## config.mk

```make
export PLATFORM = sky130hd
export DESIGN_NAME = brs_top
export DESIGN_NICKNAME = d
export VERILOG_FILES = /design/src/rtl/brs_pkg.sv /design/src/rtl/brs_lpf.sv /design/src/rtl/brs_top.sv
export SDC_FILE = /design/constraint.sdc
export NUM_CORES = 2
export LEC_CHECK = 0
export ABC_AREA = 1
export BUFFER_PORTS_ARGS = -buffer_cell sky130_fd_sc_hd__buf_2
export CORE_MARGIN = 4
export CORE_UTILIZATION = 52
export DETAILED_ROUTE_END_ITERATION = 16
export HOLD_SLACK_MARGIN = 0.1
export PLACE_DENSITY = 0.7
export SLEW_MARGIN = 20
export SYNTH_ARGS = -nofsm -noshare
export SYNTH_HDL_FRONTEND = slang
export SYNTH_SLANG_ARGS = --single-unit
export TNS_END_PERCENT = 100
```

## constraint.sdc

```tcl
create_clock -name i_core_clk -period 8.05 [get_ports i_core_clk]
set_clock_uncertainty 0.15 [all_clocks]
set_input_delay 0.4025 -clock i_core_clk [delete_from_list [all_inputs] [get_ports i_core_clk]]
set_output_delay 0.4025 -clock i_core_clk [all_outputs]
set_load 0.005 [all_outputs]
```

## src/rtl/brs_pkg.sv

```systemverilog
// Package for the battery rail selection block: register map, field positions,
// reset values, filter constants and the per-channel carrier types.
// Assumes a 32-bit APB register bus and a 200 MHz core clock.
package brs_pkg;

	// Register byte addresses (printed offset 0x05 is not a multiple of four, so it is an index)
	localparam logic [7:0] BRS_RELAY_IDX = 8'h05;
	localparam logic [11:0] BRS_RELAY_ADDR = 12'h014;
	localparam logic [11:0] BRS_HTH_ADDR = 12'h020;
	localparam logic [11:0] BRS_LTH_ADDR = 12'h024;
	localparam logic [11:0] BRS_LPF_ADDR = 12'h028;
	localparam logic [11:0] BRS_STATE_ADDR = 12'h02c;
	localparam logic [11:0] BRS_VOLT_A_ADDR = 12'h030;
	localparam logic [11:0] BRS_VOLT_B_ADDR = 12'h034;

	// Relay control fields
	localparam int BRS_AUTO_BIT = 0;
	localparam int BRS_THIRD_RAIL_PRESENT_BIT = 1;
	localparam int BRS_GPO_BIT = 4;
	localparam int BRS_MANUAL_RAIL_BIT_BIT = 5;

	// Threshold field
	localparam int BRS_TH_MSB = 14;
	localparam int BRS_TH_LSB = 7;

	// Filter: coefficient LSBs below bit 3 unused, 4000h is unity gain
	localparam int BRS_LPF_LSB = 3;
	localparam logic [15:0] BRS_LPF_UNITY = 16'h4000;
	localparam int BRS_LPF_SHIFT = 14;

	// Filter update rate: 800 Hz sample rate derived from 200 MHz
	localparam int BRS_CLK_HZ = 200000000;
	localparam int BRS_SAMPLE_HZ = 800;
	localparam int BRS_SAMPLE_CYC = BRS_CLK_HZ / BRS_SAMPLE_HZ;

	// Reset values
	localparam logic [7:0] BRS_RELAY_RST = 8'h01;
	localparam logic [15:0] BRS_HTH_RST = 16'h0000;
	localparam logic [15:0] BRS_LTH_RST = 16'h0000;
	localparam logic [15:0] BRS_LPF_RST = 16'h0a10;

	// Line state per channel
	typedef enum logic [1:0] {
		BRS_LINE_ONHOOK = 2'h0,
		BRS_LINE_RINGING = 2'h1,
		BRS_LINE_OFFHOOK = 2'h2,
		BRS_LINE_OHT = 2'h3
	} brs_line_t;

	typedef struct packed {
		logic [15:0] volt;
		logic valid;
	} brs_sample_t;

	typedef struct packed {
		brs_line_t line;
		logic ring_active;
	} brs_status_t;

endpackage

```

## src/rtl/brs_lpf.sv

```systemverilog
// Single-pole low-pass filter for one channel's tip-ring voltage.
// Assumes samples arrive as one-cycle valid strobes in the core clock domain.
`timescale 1ns/10ps
module brs_lpf
	import brs_pkg::*;
#(
	parameter int W = 16
) (
	// Clock and reset
	input wire logic i_core_clk,
	input wire logic i_resetn,
	// Sample in
	input wire brs_sample_t i_sample,
	input wire logic [15:0] i_coef,
	// Filtered out
	output logic [W-1:0] o_filt
);

	logic [W+15:0] acc_r;
	logic [W+15:0] acc_nxt;
	logic signed [W+1:0] diff;
	logic signed [W+17:0] step;
	logic [15:0] coef;

	always_comb begin
		coef = {i_coef[15:BRS_LPF_LSB], 3'h0};
		// Clamp so that values above unity never overshoot
		if (coef > BRS_LPF_UNITY) begin
			coef = BRS_LPF_UNITY;
		end
		diff = $signed({2'b00, i_sample.volt}) - $signed({2'b00, acc_r[W+13:14]});
		step = diff * $signed({2'b00, coef});
		acc_nxt = acc_r;
		if (i_sample.valid) begin
			// Coefficient 0 freezes output, 4000h passes input as is
			acc_nxt = (W+16)'($signed({2'b00, acc_r}) + step);
		end
	end

	always_ff @(posedge i_core_clk or negedge i_resetn) begin
		if (!i_resetn) begin
			acc_r <= '0;
		end else begin
			acc_r <= acc_nxt;
		end
	end

	assign o_filt = acc_r[W+13:BRS_LPF_SHIFT];

endmodule

```

## src/rtl/brs_top.sv

```systemverilog
// Battery rail selection for a dual-channel line interface: APB registers,
// sample pacing, per-channel filtering and hysteretic rail choice.
// Assumes line state and voltage arrive synchronous to i_core_clk from the line monitor.
//
// Notes on behaviour
// - Select low drives low rail, high drives high.
// - On-hook uses ringing-capable rail; off-hook goes low.
// - Watch voltage; pick lowest workable rail off-hook.
// - Relay bit drives both selects; auto mode optional.
// - Above high threshold go back to high rail.
// - At low threshold move to low rail.
// - Coefficient scaled by 4096/800 times eight.
// - Zero blocks, 4000h passes unfiltered.
// - Thresholds sit in bits 14:7 of words.
// - Third rail present: ringing cadence drives output.
`timescale 1ns/10ps
module brs_top
	import brs_pkg::*;
#(
	parameter int NCH = 2,
	parameter int SAMPLE_CYC = BRS_SAMPLE_CYC
) (
	// Clock and reset
	input wire logic i_core_clk,
	input wire logic i_resetn,
	// APB slave
	input wire logic i_psel,
	input wire logic i_penable,
	input wire logic i_pwrite,
	input wire logic [11:0] i_paddr,
	input wire logic [31:0] i_pwdata,
	output logic [31:0] o_prdata,
	output logic o_pready,
	output logic o_pslverr,
	// Line monitor, per channel
	input wire logic [15:0] i_tip_ring_volt [NCH],
	input wire brs_status_t i_line_status [NCH],
	// Rail switches
	output logic o_rail_select_out_ch_a,
	output logic o_rail_select_out_ch_b,
	output logic o_ringing_rail_switch_out
);

	logic [7:0] relay_r;
	logic [7:0] relay_nxt;
	logic [15:0] hth_r;
	logic [15:0] hth_nxt;
	logic [15:0] lth_r;
	logic [15:0] lth_nxt;
	logic [15:0] lpf_r;
	logic [15:0] lpf_nxt;
	logic [31:0] prdata_r;
	logic [31:0] prdata_nxt;
	logic pslverr_r;
	logic pslverr_nxt;
	logic [$clog2(SAMPLE_CYC)-1:0] div_r;
	logic [$clog2(SAMPLE_CYC)-1:0] div_nxt;
	logic tick;
	logic wr_en;
	logic rd_en;
	logic hit;
	logic auto_en;
	logic third_rail_present;
	logic [15:0] filt [NCH];
	logic [NCH-1:0] sel_r;
	logic [NCH-1:0] sel_nxt;
	logic [NCH-1:0] ringing;
	logic gpo_r;
	logic gpo_nxt;

	// Setup-then-access APB: answer in the first access cycle, no wait states
	assign wr_en = i_psel && i_penable && i_pwrite;
	assign rd_en = i_psel && !i_penable && !i_pwrite;
	assign o_pready = 1'b1;
	assign auto_en = relay_r[BRS_AUTO_BIT];
	assign third_rail_present = relay_r[BRS_THIRD_RAIL_PRESENT_BIT];

	always_comb begin
		hit = 1'b1;
		case (i_paddr)
			BRS_RELAY_ADDR, BRS_HTH_ADDR, BRS_LTH_ADDR, BRS_LPF_ADDR,
			BRS_STATE_ADDR, BRS_VOLT_A_ADDR, BRS_VOLT_B_ADDR: hit = 1'b1;
			default: hit = 1'b0;
		endcase
	end

	always_comb begin
		relay_nxt = relay_r;
		hth_nxt = hth_r;
		lth_nxt = lth_r;
		lpf_nxt = lpf_r;
		if (wr_en) begin
			case (i_paddr)
				BRS_RELAY_ADDR: begin
					relay_nxt = i_pwdata[7:0];
				end
				BRS_HTH_ADDR: begin
					hth_nxt = {1'b0, i_pwdata[BRS_TH_MSB:BRS_TH_LSB], 7'h00};
				end
				BRS_LTH_ADDR: begin
					lth_nxt = {1'b0, i_pwdata[BRS_TH_MSB:BRS_TH_LSB], 7'h00};
				end
				BRS_LPF_ADDR: begin
					lpf_nxt = {i_pwdata[15:BRS_LPF_LSB], 3'h0};
				end
				default: begin
				end
			endcase
		end
		// Status bits reflect hardware: select indicator and ringing output.
		// Keyed on the next auto bit, so the write that leaves auto mode also sets the manual bit.
		relay_nxt[BRS_MANUAL_RAIL_BIT_BIT] = relay_nxt[BRS_AUTO_BIT] ? sel_r[0] : relay_nxt[BRS_MANUAL_RAIL_BIT_BIT];
		relay_nxt[BRS_GPO_BIT] = gpo_r;
	end

	always_comb begin
		prdata_nxt = prdata_r;
		pslverr_nxt = 1'b0;
		if (rd_en) begin
			case (i_paddr)
				BRS_RELAY_ADDR: prdata_nxt = {24'h000000, relay_r};
				BRS_HTH_ADDR: prdata_nxt = {16'h0000, hth_r};
				BRS_LTH_ADDR: prdata_nxt = {16'h0000, lth_r};
				BRS_LPF_ADDR: prdata_nxt = {16'h0000, lpf_r};
				BRS_STATE_ADDR: prdata_nxt = {28'h0000000, gpo_r, 1'b0, sel_r[1], sel_r[0]};
				BRS_VOLT_A_ADDR: prdata_nxt = {16'h0000, filt[0]};
				BRS_VOLT_B_ADDR: prdata_nxt = {16'h0000, filt[1]};
				default: prdata_nxt = 32'h00000000;
			endcase
		end
		if (i_psel && !i_penable) begin
			pslverr_nxt = !hit;
		end else if (i_psel) begin
			pslverr_nxt = pslverr_r;
		end
	end

	always_ff @(posedge i_core_clk or negedge i_resetn) begin
		if (!i_resetn) begin
			relay_r <= BRS_RELAY_RST;
			hth_r <= BRS_HTH_RST;
			lth_r <= BRS_LTH_RST;
			lpf_r <= BRS_LPF_RST;
			prdata_r <= 32'h00000000;
			pslverr_r <= 1'b0;
		end else begin
			relay_r <= relay_nxt;
			hth_r <= hth_nxt;
			lth_r <= lth_nxt;
			lpf_r <= lpf_nxt;
			prdata_r <= prdata_nxt;
			pslverr_r <= pslverr_nxt;
		end
	end

	assign o_prdata = prdata_r;
	assign o_pslverr = pslverr_r && i_psel && i_penable;

	// Sample pacing at the filter rate; the coefficient scaling assumes this rate
	always_comb begin
		div_nxt = div_r + 1'b1;
		tick = 1'b0;
		if (div_r == ($clog2(SAMPLE_CYC))'(SAMPLE_CYC - 1)) begin
			div_nxt = '0;
			tick = 1'b1;
		end
	end

	always_ff @(posedge i_core_clk or negedge i_resetn) begin
		if (!i_resetn) begin
			div_r <= '0;
		end else begin
			div_r <= div_nxt;
		end
	end

	// Per-channel filtering and rail choice
	for (genvar c = 0; c < NCH; c++) begin : g_ch
		brs_sample_t smp;
		logic offhook;

		assign smp = {i_tip_ring_volt[c], tick};
		assign offhook = (i_line_status[c].line == BRS_LINE_OFFHOOK);
		assign ringing[c] = i_line_status[c].ring_active;

		brs_lpf #(
			.W(16)
		) u_lpf (
			.i_core_clk(i_core_clk),
			.i_resetn(i_resetn),
			.i_sample(smp),
			.i_coef(lpf_r),
			.o_filt(filt[c])
		);

		always_comb begin
			sel_nxt[c] = sel_r[c];
			if (!auto_en) begin
				sel_nxt[c] = relay_r[BRS_MANUAL_RAIL_BIT_BIT];
			end else if (!offhook) begin
				// On-hook, ringing and on-hook transmission stay on the high rail
				sel_nxt[c] = 1'b1;
			end else if (sel_r[c] && filt[c] <= lth_r) begin
				sel_nxt[c] = 1'b0;
			end else if (!sel_r[c] && filt[c] >= hth_r) begin
				sel_nxt[c] = 1'b1;
			end
			// Between the thresholds the previous choice holds
		end
	end

	always_ff @(posedge i_core_clk or negedge i_resetn) begin
		if (!i_resetn) begin
			sel_r <= {NCH{1'b1}};
		end else begin
			sel_r <= sel_nxt;
		end
	end

	always_comb begin
		gpo_nxt = relay_r[BRS_GPO_BIT];
		if (third_rail_present) begin
			gpo_nxt = |ringing;
		end else begin
			gpo_nxt = 1'b0;
		end
	end

	always_ff @(posedge i_core_clk or negedge i_resetn) begin
		if (!i_resetn) begin
			gpo_r <= 1'b0;
		end else begin
			gpo_r <= gpo_nxt;
		end
	end

	// Low selects the low rail, high the high rail
	assign o_rail_select_out_ch_a = sel_r[0];
	assign o_rail_select_out_ch_b = sel_r[1];
	assign o_ringing_rail_switch_out = gpo_r;

endmodule
```

# Word-level counts from Yosys, hierarchy flattened
# Cells that the tools add are included.
# op_classes
n_eq_ne	13
reduce_logical	24
n_mul	2
addsub	5
n_mux	19
n_lt_le_gt_ge	5
# op_table
cell	n
one-hot mux 16 bit (7 select lines)	1
== test 12 x 6 -> 1 bit, second input constant	6
adder 32 bit	2
multiplier 17 x 17 -> 32 bit	2
subtractor 16 x 16 -> 17 bit	2
>= comparator 16 x 15 -> 1 bit	2
less-or-equal comparator 16 x 15 -> 1 bit	2
adder 18 x 1 -> 18 bit, second input constant	1
== test 18 bit, second input constant	1
2-to-1 mux 18 bit	1
greater-than comparator 16 x 15 -> 1 bit, second input constant	1
2-to-1 mux 16 bit	1
2-to-1 mux 1 bit	14
== test 12 x 5 -> 1 bit, second input constant	1
2-to-1 mux 6 bit	2
logical AND 1 bit	10
AND reduction 2 bit	5
!= test 4 x 2 -> 1 bit, second input constant	2
OR reduction 7 bit	1
zero test 1 bit	5
== test 2 bit, second input constant	2
nonzero test 2 bit	2
!= test 2 x 1 -> 1 bit, second input constant	1
OR reduction 2 bit	1
# word_totals
inputBits	87
register_bits	155
word_cells	82
out_inout_bits	37

# Longest topological paths before layout
# depth
depth_word	6
ltp_mapped	42

# Hierarchy
# From an unflattened synthesis, not the netlist that was laid out.
# unflattened
hier_cells	3499
area_unflattened_um2	27146.0
# modules_own_cells
mod	n_inst	cells_per_inst	area_each_um2
brs_lpf (g_ch[0].u_lpf)	1	1418	11141.9
brs_lpf (g_ch[1].u_lpf)	1	1411	10996.8
brs_top	1	670	5007.3

# Worst setup path before layout
# OpenSTA, ideal clock, no wires.
# synth_path
path_type	input to register
startpoint	in i_tip_ring_volt[16] in the netlist's numbering
endpoint	reg g_ch[0].u_lpf.acc_r[27]
t_arrival_ns	6.620
path_slack_ns	1.153
path_buffers	1
stages	37
required_time_ns	7.774
path_cell_list	inv_1 ha_1 inv_1 fa_1 nand2_1 nand2_1 nand3_2 nand2_2 inv_2 o21ai_2 nand3_2 nand2_2 nand3_2 nand2_2 or2_4 buf_8 nand2_8 nor2_2 fa_1 inv_1 fa_1 fa_1 inv_1 fa_1 inv_1 fa_1 fa_1 inv_1 ha_1 a21oi_1 o21ai_0 a21oi_1 nand3_1 a31o_2 or2_2 nand3_1 o21ai_0
# synth_via
elab_chain_cells	3
# synth_rtl
item	line_no	source
from (decl)	brs_top.sv:36	input wire logic [15:0] i_tip_ring_volt [NCH],
subtractor 16 x 16 -> 17 bit	brs_lpf.sv:31	diff = $signed({2'b00, i_sample.volt}) - $signed({2'b00, acc_r[W+13:14]});
multiplier 17 x 17 -> 32 bit	brs_lpf.sv:32	step = diff * $signed({2'b00, coef});
adder 32 bit	brs_lpf.sv:36	acc_nxt = (W+16)'($signed({2'b00, acc_r}) + step);
to (signal assigned)	brs_lpf.sv:44	acc_r <= acc_nxt;
to (decl)	brs_lpf.sv:19	logic [W+15:0] acc_r;
# Every way passes these cells.
# A chain may end at the register's enable or synchronous reset.

# Worst setup path after layout
# layout_path
startpoint	reg g_ch[1].u_lpf.acc_r[16]
endpoint	reg g_ch[1].u_lpf.acc_r[29]
# layout_via
elab_chain_cells	3
# layout_rtl
item	line_no
from (decl)	brs_lpf.sv:19
from (signal assigned)	brs_lpf.sv:44
subtractor 16 x 16 -> 17 bit	brs_lpf.sv:31
multiplier 17 x 17 -> 32 bit	brs_lpf.sv:32
adder 32 bit (*)	brs_lpf.sv:36
# Every way passes the cells marked *; elsewhere a longest branch is shown, timed or not.

==> flow_summary.html <==
<table>
<tr><th>Metric</th><th>Value</th></tr>
<tr><th colspan="2">Power</th></tr>
<tr><td>Static Leak</td><td>roughly 15 nW</td></tr>
<tr><td>Switching share of total power</td><td>0.438</td></tr>
<tr><td>PD cells</td><td>101 mW/mm2</td></tr>
<tr><td>Net Sw Power</td><td>roughly 1.2 mW</td></tr>
<tr><td>VDD IR max</td><td>0.000118 V</td></tr>
<tr><td>Register share of total power</td><td>0.227</td></tr>
<tr><td>Power Internal</td><td>1.61 mW</td></tr>
<tr><td>Power share of the combinational group</td><td>0.480</td></tr>
<tr><td>Clock group share of total power</td><td>0.293</td></tr>
<tr><th colspan="2">Worst setup path</th></tr>
<tr><td>Worst reg2reg path depth</td><td>35</td></tr>
<tr><td>Critical path data required time</td><td>8.29 ns</td></tr>
<tr><td>Kind of start point of the critical path</td><td>flip-flop</td></tr>
<tr><td>R2r startpoint</td><td>g_ch[1].u_lpf.acc_r[16]</td></tr>
<tr><td>Path type of the worst setup path</td><td>flip-flop to flip-flop</td></tr>
<tr><td>Delay-heaviest family, CP</td><td>adder cells</td></tr>
<tr><td>Critical path buffer and inverter count</td><td>8</td></tr>
<tr><td>Slack of the worst reg-to-reg path</td><td>approximately 0.39 ns</td></tr>
<tr><td>Element type at the critical path end</td><td>flip-flop</td></tr>
<tr><td>Most frequent cell on the critical path</td><td>sky130_fd_sc_hd__inv_1</td></tr>
<tr><td>Critical Path Fanout Max</td><td>7</td></tr>
<tr><td>Capture point of the worst reg-to-reg path</td><td>g_ch[1].u_lpf.acc_r[29]</td></tr>
<tr><td>Crit-path slowest cell</td><td>sky130_fd_sc_hd__fa_1</td></tr>
<tr><td>Crit path DAT</td><td>7.90 ns</td></tr>
<tr><td>Maximum single-stage delay on the critical path</td><td>0.54 ns</td></tr>
<tr><th colspan="2">Floorplanning</th></tr>
<tr><td>Height of the die</td><td>232 um</td></tr>
<tr><td>Starting density of the core</td><td>0.529</td></tr>
<tr><td>Core area</td><td>roughly 0.049 mm2</td></tr>
<tr><td>Ports</td><td>124</td></tr>
<tr><td>Placement Rows</td><td>81</td></tr>
<tr><td>Area of the die</td><td>0.0536 mm2</td></tr>
<tr><td>Die Span X</td><td>232 um</td></tr>
<tr><th colspan="2">Timing</th></tr>
<tr><td>Final hold violations</td><td>0</td></tr>
<tr><td>Final critical-path share of the clock period</td><td>0.952</td></tr>
<tr><td>Slew at the pin closest to its max-slew limit</td><td>0.848 ns</td></tr>
<tr><td>Max-slew violation count</td><td>0</td></tr>
<tr><td>Final Setup Violations</td><td>0</td></tr>
<tr><td>Tmin final</td><td>7.66 ns</td></tr>
<tr><td>Worst slew slack as a fraction of its limit</td><td>0.429</td></tr>
<tr><td>Upper clock frequency limit</td><td>130 MHz</td></tr>
<tr><td>Worst hold slack across all endpoints</td><td>roughly 0.11 ns</td></tr>
<tr><th colspan="2">Global route</th></tr>
<tr><td>First-pass GRT wire length</td><td>around 110 mm</td></tr>
<tr><td>Number of antenna violations at the first check in global routing</td><td>4</td></tr>
<tr><td>Global route total overflow</td><td>0</td></tr>
<tr><td>All-Layer GR Usage</td><td>0.272</td></tr>
<tr><td>Pin count of the biggest net entering global routing</td><td>77</td></tr>
<tr><td>Vias in the first global route</td><td>21016</td></tr>
<tr><th colspan="2">Clock tree</th></tr>
<tr><td>Skew-Pair Late Insertion Delay</td><td>0.44 ns</td></tr>
<tr><td>Clock-pin slew on the worst setup and hold paths</td><td>0.08 ns</td></tr>
<tr><td>CTS tree</td><td>done</td></tr>
<tr><td>TritonCTS sink count</td><td>129</td></tr>
<tr><td>Inserted Clock Buffers</td><td>17</td></tr>
<tr><td>Root Buffer Master</td><td>sky130_fd_sc_hd__clkbuf_16</td></tr>
<tr><td>Clock Path Buffers</td><td>2</td></tr>
<tr><td>Number of H-tree levels</td><td>4</td></tr>
<tr><th colspan="2">Placement</th></tr>
<tr><td>Hpwl dp</td><td>between 50 and 60 mm</td></tr>
<tr><td>Final weighted congestion in routability-driven placement</td><td>0.985</td></tr>
<tr><td>Buffers added on ports</td><td>90</td></tr>
<tr><td>Number of placed instances with taps included</td><td>4024</td></tr>
<tr><th colspan="2">Layout</th></tr>
<tr><td>Synthesis-to-finish area growth</td><td>8.85%</td></tr>
<tr><td>Sequential Area</td><td>0.00324 mm2</td></tr>
<tr><td>Multi-input gate area</td><td>0.0194 mm2</td></tr>
<tr><td>Fraction of final layout cells sized beyond drive strength 1</td><td>0.0810</td></tr>
<tr><td>Post-Layout Cell Count</td><td>4071</td></tr>
<tr><td>Most common library cell in the layout ignoring fill and taps</td><td>sky130_fd_sc_hd__inv_1</td></tr>
<tr><td>Number of fill cells</td><td>~4500</td></tr>
<tr><td>Highest-count cells in the layout ignoring fill and taps</td><td>839 x sky130_fd_sc_hd__inv_1, 536 x sky130_fd_sc_hd__nand2_1, 424 x sky130_fd_sc_hd__fa_1, 320 x sky130_fd_sc_hd__nor2_1, 289 x sky130_fd_sc_hd__ha_1</td></tr>
<tr><td>Fin nets</td><td>4193</td></tr>
<tr><td>Post-layout utilization of the core</td><td>0.575</td></tr>
<tr><th colspan="2">Detailed routing</th></tr>
<tr><td>Wire length per cell after detailed routing</td><td>~18 um</td></tr>
<tr><td>Per-cell via count in the routed design</td><td>between 5 and 6</td></tr>
<tr><td>Overall routed net length</td><td>71.5 mm</td></tr>
<tr><td>Routed vias</td><td>21415</td></tr>
<tr><td>Violation count after the first detailed-route iteration</td><td>roughly 1600</td></tr>
<tr><td>Total iterations of the first detailed-routing run</td><td>7</td></tr>
<tr><td>DRC violation count after routing</td><td>0</td></tr>
<tr><td>Count of nets left with antenna violations after detail routing</td><td>0</td></tr>
<tr><th colspan="2">Worst hold path</th></tr>
<tr><td>Hold Crit Class</td><td>primary input to flip-flop</td></tr>
<tr><td>Cell depth of the worst hold path</td><td>3</td></tr>
<tr><td>Hold_sp</td><td>i_pwdata[3]</td></tr>
<tr><td>Worst Hold Endpoint</td><td>relay_r[3]</td></tr>
<tr><th colspan="2">Synth</th></tr>
<tr><td>Count of flip-flops with a built-in enable after synthesis</td><td>0</td></tr>
<tr><td>Distinct cells, synth</td><td>64</td></tr>
<tr><td>Flop and latch count out of synthesis</td><td>129</td></tr>
<tr><td>Cell count after synthesis</td><td>3245</td></tr>
<tr><td>Post-synthesis cell area</td><td>0.0260 mm2</td></tr>
<tr><td>Most used DFF post-synth</td><td>sky130_fd_sc_hd__dfrtp_1</td></tr>
<tr><td>Mean instance size in the synthesized netlist</td><td>8.01 um2</td></tr>
<tr><td>Proportion of register bits with asynchronous set or reset after synthesis</td><td>1.00</td></tr>
<tr><td>Yosys warning total</td><td>0</td></tr>
<tr><td>Portion of the post-synthesis area used by sequential elements</td><td>0.125</td></tr>
<tr><th colspan="2">Status</th></tr>
<tr><td>Status</td><td>complete, no violations</td></tr>
<tr><th colspan="2">Job</th></tr>
<tr><td>Max-cap violation count</td><td>0</td></tr>
</table>
==> state kept, by name, indices dropped and copies added (netlist names) <==
name,cells
lpf_r,13
hth_r,8
g_ch.u_lpf.acc_r,54
lth_r,8
relay_r,8
pslverr_r,1
o_prdata,16
div_r,18
o_ringing_rail_switch_out,1
sel_r,2
==> cell usage after synthesis (9+ instances only) <==
master | instances | area (um2)
sky130_fd_sc_hd__a31oi_1 | 9 | 56.3
sky130_fd_sc_hd__fa_1 | 424 | 8490
sky130_fd_sc_hd__buf_4 | 18 | 135
sky130_fd_sc_hd__o21ai_0 | 113 | 566
sky130_fd_sc_hd__nor4_1 | 10 | 62.6
sky130_fd_sc_hd__xor2_1 | 38 | 333
sky130_fd_sc_hd__clkbuf_1 | 39 | 146
sky130_fd_sc_hd__nand2_1 | 536 | 2010
sky130_fd_sc_hd__o22ai_1 | 15 | 93.8
sky130_fd_sc_hd__nor2_1 | 327 | 1230
sky130_fd_sc_hd__nor2_2 | 9 | 56.3
sky130_fd_sc_hd__o21ai_1 | 24 | 120
sky130_fd_sc_hd__nor3_1 | 30 | 150
sky130_fd_sc_hd__a21oi_1 | 97 | 485
sky130_fd_sc_hd__nand2_2 | 16 | 100
sky130_fd_sc_hd__inv_1 | 840 | 3150
sky130_fd_sc_hd__inv_2 | 9 | 33.8
sky130_fd_sc_hd__nand4_1 | 24 | 150
sky130_fd_sc_hd__or2_2 | 10 | 62.6
sky130_fd_sc_hd__xnor2_1 | 29 | 254
sky130_fd_sc_hd__dfrtp_1 | 123 | 3080
sky130_fd_sc_hd__buf_2 | 13 | 65.1
sky130_fd_sc_hd__nand3_1 | 95 | 475
sky130_fd_sc_hd__ha_1 | 289 | 3620
==> routing by layer <==
metal / share of wire / global-route usage / wire, um / vias up
met1: 0.43 / 0.396 / 30900 / 10439
met2: 0.46 / 0.432 / 32600 / 831
met4: 0.030 / 0.0715 / 2170 / 6
met5: 0.00038 / 0 / 27 / -
li1: - / - / - / 10022
met3: 0.081 / 0.0376 / 5790 / 117
==> worst max path at each step <==
stage | startpoint | end | slack, ns | cells past startpoint
finish | g_ch[1].u_lpf.acc_r[16] | g_ch[1].u_lpf.acc_r[29] | 0.39 | 35
global route | g_ch[1].u_lpf.acc_r[16] | g_ch[1].u_lpf.acc_r[29] | -0.02 | 35
CTS | g_ch[1].u_lpf.acc_r[16] | g_ch[1].u_lpf.acc_r[26] | 0.30 | 32
detailed placement | g_ch[1].u_lpf.acc_r[16] | g_ch[1].u_lpf.acc_r[26] | 0.31 | 32
global placement | g_ch[1].u_lpf.acc_r[16] | g_ch[1].u_lpf.acc_r[26] | 0.40 | 32
floorplan | i_tip_ring_volt[16] | g_ch[0].u_lpf.acc_r[27] | 1.15 | 37
==> tightest hold or removal path, stage by stage <==
cell and delay, ns:
sky130_fd_sc_hd__buf_2 0.10, sky130_fd_sc_hd__inv_1 0.06, sky130_fd_sc_hd__o21ai_0 0.08
==> cell families after synthesis <==
| group | count (synthesis) | share of synthesized area |
|---|---|---|
| flops | 129 | 0.125 |
| other cells | 2 | 0.000289 |
| buf+inv | 925 | 0.137 |
| mux | 1 | 0.000433 |
| xor+xnor | 73 | 0.0268 |
| simple gates | 1087 | 0.176 |
| fa+ha+maj | 713 | 0.466 |
| compound gates | 315 | 0.0686 |
==> repair_timing <==
item / in CTS / in global routing
setup buffers: 0 / 3
hold buffers: 11 / 0
setup endpoints to repair: 0 / 10
gates resized for setup: 0 / 8
endpoints found under the hold margin: 81 / 0
==> per-stage QoR <==
step | area, um2 | power (mW) | setup TNS, ns | setup WS (ns)
detailed placement | 27500 | 2.00 | 0 | 0.309
floorplan | 26100 | 1.67 | 0 | 1.15
global placement | 27500 | 1.98 | 0 | 0.396
CTS | 28200 | 2.84 | 0 | 0.299
global route | 28300 | 3.08 | -0.0235 | -0.0235
finish | 28300 | 2.86 | 0 | 0.385
==> cell type report <==
class	count	area share
Tap cell	664	0.0294
Sequential cell	129	0.114
Inverter	850	0.113
Timing Repair Buffer	161	0.0360
Multi-Input combinational cell	2234	0.686
Antenna cell	1	0.0000885
Clock buffer	17	0.0150
Clock inverter	15	0.00584
==> power by group through the flow <==
stage | registers [mW] | clock network, mW | logic [mW]
4_1_cts | 0.650 | 0.838 | 1.35
3_3_place_gp | 0.662 | 0 | 1.32
3_5_place_dp | 0.662 | 0 | 1.33
5_1_grt | 0.649 | 0.868 | 1.56
6_report | 0.650 | 0.837 | 1.37
2_1_floorplan | 0.662 | 0 | 1.01
No activity file was read; power rests on OpenSTA's default activity.
